<file path="src/swp_pkg.sv">
package swp_pkg;
   // software register offsets (word addresses on the command port)
   localparam logic [3:0] SWP_REG_CTRL = 4'h0;
   localparam logic [3:0] SWP_REG_SECTOR = 4'h1;
   localparam logic [3:0] SWP_REG_PW0 = 4'h2;
   localparam logic [3:0] SWP_REG_PW1 = 4'h3;
   localparam logic [3:0] SWP_REG_PW2 = 4'h4;
   localparam logic [3:0] SWP_REG_PW3 = 4'h5;
   localparam logic [3:0] SWP_REG_STATUS = 4'h6;
   localparam logic [3:0] SWP_REG_RESULT = 4'h7;
   // command codes written to CTRL[3:0]
   localparam logic [3:0] SWP_CMD_NONE = 4'h0;
   localparam logic [3:0] SWP_CMD_VOL_SET = 4'h1;
   localparam logic [3:0] SWP_CMD_VOL_CLR = 4'h2;
   localparam logic [3:0] SWP_CMD_VOL_RD = 4'h3;
   localparam logic [3:0] SWP_CMD_PERS_RD = 4'h4;
   localparam logic [3:0] SWP_CMD_LOCK_RD = 4'h5;
   localparam logic [3:0] SWP_CMD_LOCK_SET = 4'h6;
   localparam logic [3:0] SWP_CMD_PW_UNLOCK = 4'h7;
   localparam logic [3:0] SWP_CMD_PW_PROG = 4'h8;
   localparam logic [3:0] SWP_CMD_PERS_PROG = 4'h9;
   localparam logic [3:0] SWP_CMD_PERS_ERASE = 4'hA;
   localparam logic [3:0] SWP_CMD_MODE_PROG = 4'hB;
   localparam logic [3:0] SWP_CMD_ARRAY_PROG = 4'hC;
   // device-side op codes presented on the flash bus
   localparam logic [7:0] SWP_OP_SET_VOL = 8'h01;
   localparam logic [7:0] SWP_OP_CLR_VOL = 8'h02;
   localparam logic [7:0] SWP_OP_RD_VOL = 8'h03;
   localparam logic [7:0] SWP_OP_RD_PERS = 8'h04;
   localparam logic [7:0] SWP_OP_RD_LOCK = 8'h05;
   localparam logic [7:0] SWP_OP_SET_LOCK = 8'h06;
   localparam logic [7:0] SWP_OP_UNLOCK = 8'h07;
   localparam logic [7:0] SWP_OP_PW_PROG = 8'h08;
   localparam logic [7:0] SWP_OP_PROG_PERS = 8'h09;
   localparam logic [7:0] SWP_OP_ERASE_PERS = 8'h0A;
   localparam logic [7:0] SWP_OP_MODE_PROG = 8'h0B;
   localparam logic [7:0] SWP_OP_PROG_ARRAY = 8'h0C;
   // timing
   localparam int SWP_CLK_MHZ = 250;
   localparam int SWP_UNLOCK_GAP_NS = 1000;
   localparam int SWP_UNLOCK_GAP_CYC = (SWP_UNLOCK_GAP_NS * SWP_CLK_MHZ + 999) / 1000;
   localparam int SWP_BUS_CYC = 4;
   localparam int SWP_PW_WORDS = 4;
   // result codes
   localparam logic [1:0] SWP_RES_OK = 2'h0;
   localparam logic [1:0] SWP_RES_REFUSED = 2'h1;
   localparam logic [1:0] SWP_RES_TIMEOUT = 2'h2;
   localparam logic [1:0] SWP_RES_ABORT = 2'h3;

   typedef struct packed {
      logic [3:0] addr;
      logic [31:0] wdata;
      logic wr;
      logic rd;
   } swp_cmd_t;

   typedef struct packed {
      logic [7:0] op;
      logic [15:0] sector;
      logic [1:0] word_sel;
      logic [15:0] data;
   } swp_flash_req_t;

   typedef enum logic [2:0] {
      SWP_IDLE = 3'b000,
      SWP_ISSUE = 3'b001,
      SWP_WAIT = 3'b011,
      SWP_GAP = 3'b010,
      SWP_DONE = 3'b110
   } swp_state_t;
endpackage

</file>
<file path="src/swp_host.sv">
// Notes on behaviour
// - unlock commands spaced 1 us apart
// - pin held steady during a command
// - set lock early, pin low for boot; the host resets the pin high
// - set lock after persistent guards final
// - verify password only while programming
`timescale 1ns/10ps
`default_nettype none
module swp_host #(
   parameter int UNLOCK_GAP_CYC = swp_pkg::SWP_UNLOCK_GAP_CYC,
   parameter int BUS_CYC = swp_pkg::SWP_BUS_CYC
) (
   input wire logic ref_clk_i, // clock
   input wire logic rst_n_i, // sync reset, active low
   input wire swp_pkg::swp_cmd_t cmd_i, // software register port
   output logic [31:0] rdata_o, // read data, cycle after read
   input wire logic [15:0] fl_dq_i, // flash data in
   output logic [7:0] fl_op_o, // flash op code
   output logic [15:0] fl_sector_o, // flash sector address
   output logic [1:0] fl_word_sel_o, // password_word_select
   output logic [15:0] fl_dq_o, // flash data out
   output logic fl_dq_oe_o, // flash data drive enable
   output logic fl_we_n_o, // flash write strobe
   output logic write_protect_accel_pin_o, // pin level, low guards outer sector
   output logic busy_o // command running
);
   import swp_pkg::*;
   initial begin
      if (UNLOCK_GAP_CYC < 1 || UNLOCK_GAP_CYC > 65535) $error("swp_host: bad UNLOCK_GAP_CYC");
   end

   swp_state_t st_reg, st_next;
   logic [3:0] cmd_reg, cmd_next;
   logic [15:0] sector_reg, sector_next;
   logic [15:0] pw_reg [SWP_PW_WORDS], pw_next [SWP_PW_WORDS];
   logic [1:0] widx_reg, widx_next;
   logic [15:0] gap_reg, gap_next;
   logic [1:0] res_reg, res_next;
   logic [15:0] stat_reg, stat_next;
   logic wp_reg, wp_next, mode_pw_reg, mode_pw_next, mode_pers_reg, mode_pers_next;
   logic busy_reg, busy_next, pw_set_reg, pw_set_next;
   logic [31:0] rdata_reg, rdata_next;
   logic bus_start, bus_busy, bus_done;
   logic [15:0] bus_rdata;
   swp_flash_req_t req;

   function automatic logic [7:0] op_of(input logic [3:0] c);
      case (c)
         SWP_CMD_VOL_SET: op_of = SWP_OP_SET_VOL;
         SWP_CMD_VOL_CLR: op_of = SWP_OP_CLR_VOL;
         SWP_CMD_VOL_RD: op_of = SWP_OP_RD_VOL;
         SWP_CMD_PERS_RD: op_of = SWP_OP_RD_PERS;
         SWP_CMD_LOCK_RD: op_of = SWP_OP_RD_LOCK;
         SWP_CMD_LOCK_SET: op_of = SWP_OP_SET_LOCK;
         SWP_CMD_PW_UNLOCK: op_of = SWP_OP_UNLOCK;
         SWP_CMD_PW_PROG: op_of = SWP_OP_PW_PROG;
         SWP_CMD_PERS_PROG: op_of = SWP_OP_PROG_PERS;
         SWP_CMD_PERS_ERASE: op_of = SWP_OP_ERASE_PERS;
         SWP_CMD_MODE_PROG: op_of = SWP_OP_MODE_PROG;
         default: op_of = SWP_OP_PROG_ARRAY;
      endcase
   endfunction

   // multi-word commands walk all password words
   function automatic logic multi(input logic [3:0] c);
      multi = (c == SWP_CMD_PW_UNLOCK) || (c == SWP_CMD_PW_PROG);
   endfunction

   always_comb begin
      req.op = op_of(cmd_reg);
      req.sector = sector_reg;
      req.word_sel = widx_reg;
      // mode select bits sit at data bits 2 and 1, active low; bit 0 left erased
      if (cmd_reg == SWP_CMD_MODE_PROG)
         req.data = {13'h0000, ~mode_pw_reg, ~mode_pers_reg, 1'b1};
      else
         req.data = pw_reg[widx_reg];
   end

   always_comb begin
      st_next = st_reg;
      cmd_next = cmd_reg;
      sector_next = sector_reg;
      pw_next = pw_reg;
      widx_next = widx_reg;
      gap_next = (gap_reg != 16'h0000) ? gap_reg - 16'h0001 : gap_reg;
      res_next = res_reg;
      stat_next = stat_reg;
      wp_next = wp_reg;
      mode_pw_next = mode_pw_reg;
      mode_pers_next = mode_pers_reg;
      pw_set_next = pw_set_reg;
      rdata_next = 32'h0000_0000;
      bus_start = 1'b0;
      if (cmd_i.rd) begin
         if (cmd_i.addr == SWP_REG_CTRL)
            rdata_next = {24'h000000, mode_pw_reg, mode_pers_reg, wp_reg, 1'b0, cmd_reg};
         else if (cmd_i.addr == SWP_REG_SECTOR)
            rdata_next = {16'h0000, sector_reg};
         else if (cmd_i.addr == SWP_REG_STATUS)
            rdata_next = {29'h0, st_reg != SWP_IDLE, res_reg};
         else if (cmd_i.addr == SWP_REG_RESULT)
            rdata_next = {16'h0000, stat_reg};
         else
            rdata_next = 32'h0000_0000; // password is write-only from software
      end
      if (cmd_i.wr) begin
         if (cmd_i.addr == SWP_REG_SECTOR)
            sector_next = cmd_i.wdata[15:0];
         else if (cmd_i.addr >= SWP_REG_PW0 && cmd_i.addr <= SWP_REG_PW3)
            pw_next[2'(cmd_i.addr - SWP_REG_PW0)] = cmd_i.wdata[15:0];
      end
      case (st_reg)
         SWP_IDLE: begin
            if (cmd_i.wr && cmd_i.addr == SWP_REG_CTRL) begin
               // pin only moves between commands
               wp_next = cmd_i.wdata[5];
               mode_pers_next = cmd_i.wdata[6];
               mode_pw_next = cmd_i.wdata[7];
               if (cmd_i.wdata[3:0] != SWP_CMD_NONE) begin
                  cmd_next = cmd_i.wdata[3:0];
                  widx_next = 2'h0;
                  if (cmd_i.wdata[3:0] == SWP_CMD_MODE_PROG && cmd_i.wdata[7] && cmd_i.wdata[6]) begin
                     res_next = SWP_RES_ABORT;
                     st_next = SWP_DONE;
                  end else if (cmd_i.wdata[3:0] == SWP_CMD_PW_UNLOCK && gap_reg != 16'h0000) begin
                     res_next = SWP_RES_REFUSED;
                     st_next = SWP_DONE;
                  end else if (cmd_i.wdata[3:0] == SWP_CMD_MODE_PROG && cmd_i.wdata[7] && !pw_set_reg) begin
                     // password mode is final, so never select it before a password went in
                     res_next = SWP_RES_REFUSED;
                     st_next = SWP_DONE;
                  end else begin
                     res_next = SWP_RES_OK;
                     st_next = SWP_ISSUE;
                  end
               end
            end
         end
         SWP_ISSUE: begin
            if (!bus_busy) begin
               bus_start = 1'b1;
               st_next = SWP_WAIT;
            end
         end
         SWP_WAIT: begin
            if (bus_done) begin
               stat_next = bus_rdata;
               if (multi(cmd_reg) && widx_reg != 2'(SWP_PW_WORDS - 1)) begin
                  widx_next = widx_reg + 2'h1;
                  if (bus_rdata[0])
                     res_next = SWP_RES_TIMEOUT;
                  st_next = SWP_ISSUE;
               end else begin
                  // device answers bit 0 set on time-out or refusal
                  // one failed word of a password command fails the whole command
                  if (bus_rdata[0] || (multi(cmd_reg) && res_reg == SWP_RES_TIMEOUT))
                     res_next = SWP_RES_TIMEOUT;
                  else
                     res_next = SWP_RES_OK;
                  if (cmd_reg == SWP_CMD_PW_PROG && res_next == SWP_RES_OK)
                     pw_set_next = 1'b1;
                  if (cmd_reg == SWP_CMD_PW_UNLOCK) begin
                     gap_next = 16'(UNLOCK_GAP_CYC);
                     st_next = SWP_GAP;
                  end else begin
                     st_next = SWP_DONE;
                  end
               end
            end
         end
         SWP_GAP: begin
            // hold busy while the device finishes the unlock
            if (gap_reg == 16'h0001)
               st_next = SWP_DONE;
         end
         SWP_DONE: begin
            cmd_next = SWP_CMD_NONE;
            st_next = SWP_IDLE;
         end
         default: st_next = SWP_IDLE;
      endcase
      busy_next = (st_next != SWP_IDLE);
   end

   always_ff @(posedge ref_clk_i) begin
      if (!rst_n_i) begin
         st_reg <= SWP_IDLE;
         cmd_reg <= SWP_CMD_NONE;
         sector_reg <= 16'h0000;
         for (int i = 0; i < SWP_PW_WORDS; i++)
            pw_reg[i] <= 16'hFFFF;
         widx_reg <= 2'h0;
         gap_reg <= 16'h0000;
         res_reg <= SWP_RES_OK;
         stat_reg <= 16'h0000;
         wp_reg <= 1'b1;
         mode_pw_reg <= 1'b0;
         mode_pers_reg <= 1'b0;
         busy_reg <= 1'b0;
         pw_set_reg <= 1'b0;
         rdata_reg <= 32'h0000_0000;
      end else begin
         st_reg <= st_next;
         cmd_reg <= cmd_next;
         sector_reg <= sector_next;
         pw_reg <= pw_next;
         widx_reg <= widx_next;
         gap_reg <= gap_next;
         res_reg <= res_next;
         stat_reg <= stat_next;
         wp_reg <= wp_next;
         mode_pw_reg <= mode_pw_next;
         mode_pers_reg <= mode_pers_next;
         busy_reg <= busy_next;
         pw_set_reg <= pw_set_next;
         rdata_reg <= rdata_next;
      end
   end

   swp_bus_cycle #(.CYC(BUS_CYC)) u_bus (
      .ref_clk_i(ref_clk_i),
      .rst_n_i(rst_n_i),
      .start_i(bus_start),
      .req_i(req),
      .fl_dq_i(fl_dq_i),
      .fl_op_o(fl_op_o),
      .fl_sector_o(fl_sector_o),
      .fl_word_sel_o(fl_word_sel_o),
      .fl_dq_o(fl_dq_o),
      .fl_dq_oe_o(fl_dq_oe_o),
      .fl_we_n_o(fl_we_n_o),
      .busy_o(bus_busy),
      .done_o(bus_done),
      .rdata_o(bus_rdata)
   );

   assign rdata_o = rdata_reg;
   assign write_protect_accel_pin_o = wp_reg;
   assign busy_o = busy_reg;
endmodule
`default_nettype wire

</file>
<file path="src/swp_bus_cycle.sv">
`timescale 1ns/10ps
`default_nettype none
// one flash bus access: strobe held for a fixed number of cycles, then data sampled
module swp_bus_cycle #(
   parameter int CYC = 4
) (
   input wire logic ref_clk_i, // clock
   input wire logic rst_n_i, // sync reset
   input wire logic start_i, // begin access
   input wire swp_pkg::swp_flash_req_t req_i, // access contents
   input wire logic [15:0] fl_dq_i, // flash data in
   output logic [7:0] fl_op_o, // op code
   output logic [15:0] fl_sector_o, // sector address
   output logic [1:0] fl_word_sel_o, // password_word_select
   output logic [15:0] fl_dq_o, // flash data out
   output logic fl_dq_oe_o, // data drive enable
   output logic fl_we_n_o, // write strobe
   output logic busy_o, // access running
   output logic done_o, // access ended pulse
   output logic [15:0] rdata_o // sampled data
);
   import swp_pkg::*;
   initial begin
      if (CYC < 2 || CYC > 255) $error("swp_bus_cycle: CYC out of range");
   end
   logic [7:0] cnt_reg, cnt_next;
   logic busy_reg, busy_next, done_reg, done_next;
   swp_flash_req_t req_reg, req_next;
   logic [15:0] rd_reg, rd_next;

   always_comb begin
      cnt_next = cnt_reg;
      busy_next = busy_reg;
      done_next = 1'b0;
      req_next = req_reg;
      rd_next = rd_reg;
      if (!busy_reg && start_i) begin
         busy_next = 1'b1;
         req_next = req_i;
         cnt_next = 8'(CYC - 1);
      end else if (busy_reg) begin
         if (cnt_reg == 8'h00) begin
            busy_next = 1'b0;
            done_next = 1'b1;
            rd_next = fl_dq_i;
         end else begin
            cnt_next = cnt_reg - 8'h01;
         end
      end
   end

   always_ff @(posedge ref_clk_i) begin
      if (!rst_n_i) begin
         cnt_reg <= 8'h00;
         busy_reg <= 1'b0;
         done_reg <= 1'b0;
         req_reg <= '0;
         rd_reg <= 16'h0000;
      end else begin
         cnt_reg <= cnt_next;
         busy_reg <= busy_next;
         done_reg <= done_next;
         req_reg <= req_next;
         rd_reg <= rd_next;
      end
   end

   assign fl_op_o = req_reg.op;
   assign fl_sector_o = req_reg.sector;
   assign fl_word_sel_o = req_reg.word_sel;
   assign fl_dq_o = req_reg.data;
   assign fl_dq_oe_o = busy_reg;
   assign fl_we_n_o = ~busy_reg;
   assign busy_o = busy_reg;
   assign done_o = done_reg;
   assign rdata_o = rd_reg;
endmodule
`default_nettype wire

</file>
<file path="config.mk">
export PLATFORM = sky130hd
export DESIGN_NAME = swp_host
export DESIGN_NICKNAME = d
export VERILOG_FILES = /design/src/swp_pkg.sv /design/src/swp_host.sv /design/src/swp_bus_cycle.sv
export SDC_FILE = /design/constraint.sdc
export NUM_CORES = 1
export LEC_CHECK = 0
export BUFFER_PORTS_ARGS = -buffer_cell sky130_fd_sc_hd__buf_2
export CORE_MARGIN = 5
export CORE_UTILIZATION = 55
export DETAILED_ROUTE_END_ITERATION = 8
export PLACE_DENSITY = 0.78
export SLEW_MARGIN = 15
export SYNTH_ARGS = -nofsm -noshare
export SYNTH_HDL_FRONTEND = slang
export SYNTH_SLANG_ARGS = --single-unit
</file>
<file path="constraint.sdc">
create_clock -name ref_clk_i -period 4.7 [get_ports ref_clk_i]
set_clock_uncertainty 0.2 [all_clocks]
set_input_delay 0.94 -clock ref_clk_i [delete_from_list [all_inputs] [get_ports ref_clk_i]]
set_output_delay 0.94 -clock ref_clk_i [all_outputs]
set_load 0.02 [all_outputs]
</file>
==> flow_summary.yaml <==
clock_tree:
  insertion_delay_ps: 490
  clock_path_buffers: 3
  cts-root-buf: "clkbuf_16"
  cts_hold_buf: 0
  post_cts_buffers: 0
  ctsHtreeMaxLevel: 1
  numCtsBuffers: 22
  clk_pin_slew_worst_paths_ps: 60
  cts_tree: "done"
  clock-sinks: 208
  cts_resized: 0
yosys:
  ys_ff_latch: 208
  yosys.area.top_type: "dfxtp_1"
  synth_edf_count: 0
  syn-instance-count: 999
  synth_flop_cell: "dfxtp_1"
  async_flop_share: 0
  synth_cell_types: 69
  yosys_warnings: 0
  synth_area_per_cell_um2: 8.61
  syn-cell-area_um2: 8600
  synth_area_leaders: "dfxtp_1, nand2_1, a21oi_1"
  synth_top_area_frac: 0.484
  yosysSeqAreaShare: 0.484
floorplan:
  die_y_um: 135
  die_x_um: 135
  io_pins: 134
  die_area_um2: 18200
  rows: 45
  core-area_um2: 15300
  initial_core_util: 0.564
timing:
  setup_slack_ps: 1920
  report.final.slew_viol_count: 0
  fin_crit_sh: 0.591
  max_freq_ghz: 0.360
  hold_viol: 0
  rsz0062_at_grt: "no"
  tightest_slew_ps: 1140
  slew-limit-headroom: 0.234
  min_period_ps: 2780
  tns_ps: 0
  setup_violations: 0
finish:
  layout-drive-gt1-share: 0.159
  final_util: 0.642
  largest_reg_flops: 64
  syn2layout_area_growth_pct: 13.9
  layout.nets: 1114
critical_path:
  r2r-end: "gap_reg[10]$_SDFF_PN0_"
  crit_start: "cmd_i[34]"
  required_ps: 4920
  rrSetupSlack_ps: 2030
  end_kind: "flip-flop"
  crit_path_end: "res_reg[0]$_SDFFE_PN0P_"
  rr_worst_depth: 5
  critPathMaxFanout: 15
  crit_arrival_ps: 3000
  r2r-start: "st_reg[1]$_SDFF_PN0_"
  critPathKind: "primary input to flip-flop"
  critical_path.startpoint_type: "primary input"
power:
  p_leak_nw: 4.06
  vdd_drop_max_mv: 0.314
  powerDensity_nw_per_um2: 447
  p_total_mw: 4.38
flow_run:
  cap_violations: 0
grt:
  grt_max_degree: 79
  antenna_found_initial: 1
  grt_pass1_wl_mm: 35.4
  grt_util_all_layers: 0.235
  grt_pass1_vias: 6978
  grt_overflow: 0
placed_design:
  hpwl_mm: 14.6
  port_buffers: 97
  post-place-ws_ps: 1510
  gp_congestion: 0.918
status:
  outcome: "finished, final reports clean"
drt:
  drc: 0
  avgViaCountPerCell: 5.80
  wl_per_cell_um: 17.3
  ant_nets: 0
  dr.pass1.iters: 6
  vias: 7423
  routed_wirelength_mm: 22.1
  drtIter0Drc: 697
hold_path:
  worstHoldPathType: "flip-flop to flip-flop"
kinds of logic (layout without fill, tap and decap cells):
group	count (synthesis)	in the layout	synth area share
buffers and inverters	103	152	0.0559
adder cells (fa/ha/maj)	6	6	0.00873
AO/OA/AOI/OAI	172	172	0.128
flip-flops	208	208	0.484
XOR/XNOR	7	7	0.00713
multiplexers	35	35	0.0642
other	1	21	0.000436
AND/OR/NAND/NOR	467	467	0.252
placed cells by master (no fill, tap or decap), types with 3 or more instances in the layout:
cell type,Yosys,layout
o211ai_1,10,10
or4_4,3,3
a21oi_1,78,78
nor4_1,6,6
conb_1,1,20
a22oi_1,11,11
nor3b_1,3,3
clkbuf_1,62,3
clkbuf_8,0,9
o31ai_1,8,8
nand2_1,262,262
nor2_1,57,57
or3_1,7,7
or4_1,8,8
nand2b_1,4,4
xor2_1,6,6
o2111ai_1,3,3
ha_1,6,6
or4b_1,3,3
a31oi_1,9,9
dfxtp_1,208,208
a22o_1,13,13
nand4b_1,4,4
inv_1,9,9
a222oi_1,5,5
buf_4,20,6
o22ai_1,4,4
and2_1,3,3
nor3_1,8,8
clkbuf_16,0,23
nand3_1,70,70
o21ai_1,3,3
buf_2,9,97
o21ai_0,12,12
mux2i_1,18,18
a211o_1,3,3
mux4_2,16,16
nand4_1,4,4
cells in the mapped netlist (all sizes together), types with 3 or more instances:
library cell / count
nor4b: 3
nor4: 9
a21oi: 78
nand2: 262
inv: 10
xor2: 6
nand2b: 4
nand3: 70
o21ai: 15
ha: 6
nand4: 4
mux2i: 18
clkbuf: 62
a31oi: 9
a22oi: 11
mux4: 16
nor2: 57
o22ai: 4
and2: 3
buf: 31
nand4b: 4
a222oi: 5
or2: 3
o31ai: 8
a22o: 13
a211o: 3
or4: 11
or3: 8
o211ai: 10
nor3: 9
or4b: 4
nor3b: 3
dfxtp: 208
o2111ai: 3
power by group:
| part | internal [mW] | switching (mW) |
|---|---|---|
| Sequential | 1.84 | 0.0850 |
| Clock | 1.09 | 0.686 |
| Combinational | 0.262 | 0.416 |
per-stage QoR:
stage                     instance area, um^2  hold WS (ps)  std cells
after floorplan                          8670           232       1018
after global placement                   9030           239       1239
after detailed placement                 9030           244       1239
after CTS                                9790           251       1278
after global routing                     9800           266       1279
final                                    9800           246       1279
final cells by class:
class / count / area [um^2]
diodes: 1 / 2.50
clock buffers: 35 / 711
clock inverters: 4 / 51.3
fillers: 1265 / 5460
inverters: 10 / 37.5
multi-input cells: 707 / 4040
flip-flops and latches: 208 / 4160
well taps: 211 / 264
repair buffers: 103 / 531
routing by layer:
metal | up-vias | wire length [um] | GRT usage
li1 | 3545 | - | -
met1 | 3545 | 9400 | 0.317
met2 | 303 | 10400 | 0.385
met3 | 30 | 1870 | 0.0473
met4 | 0 | 390 | 0.0666
met5 | - | 0 | 0
worst min path at each step:
stage                                  startpoint                                 end  slack (ps)  cells after the start
2_1_floorplan      u_bus.rdata_o[10]$_SDFFE_PN0P_           stat_reg[10]$_SDFFE_PN0P_         230                      2
3_3_place_gp        u_bus.fl_op_o[1]$_SDFFE_PN0P_       u_bus.fl_op_o[1]$_SDFFE_PN0P_         240                      2
3_5_place_dp        u_bus.fl_op_o[1]$_SDFFE_PN0P_       u_bus.fl_op_o[1]$_SDFFE_PN0P_         240                      2
4_1_cts             u_bus.fl_op_o[0]$_SDFFE_PN0P_       u_bus.fl_op_o[0]$_SDFFE_PN0P_         250                      2
5_1_grt        u_bus.fl_sector_o[14]$_SDFFE_PN0P_  u_bus.fl_sector_o[14]$_SDFFE_PN0P_         270                      2
6_report            u_bus.fl_op_o[0]$_SDFFE_PN0P_       u_bus.fl_op_o[0]$_SDFFE_PN0P_         250                      2
critical path, stage by stage:
cell,delay (ps)
buf_2,190
nor4_2,820
nand3_1,410
o32a_1,480
o22ai_1,150
No activity file was read; power rests on OpenSTA's default activity.
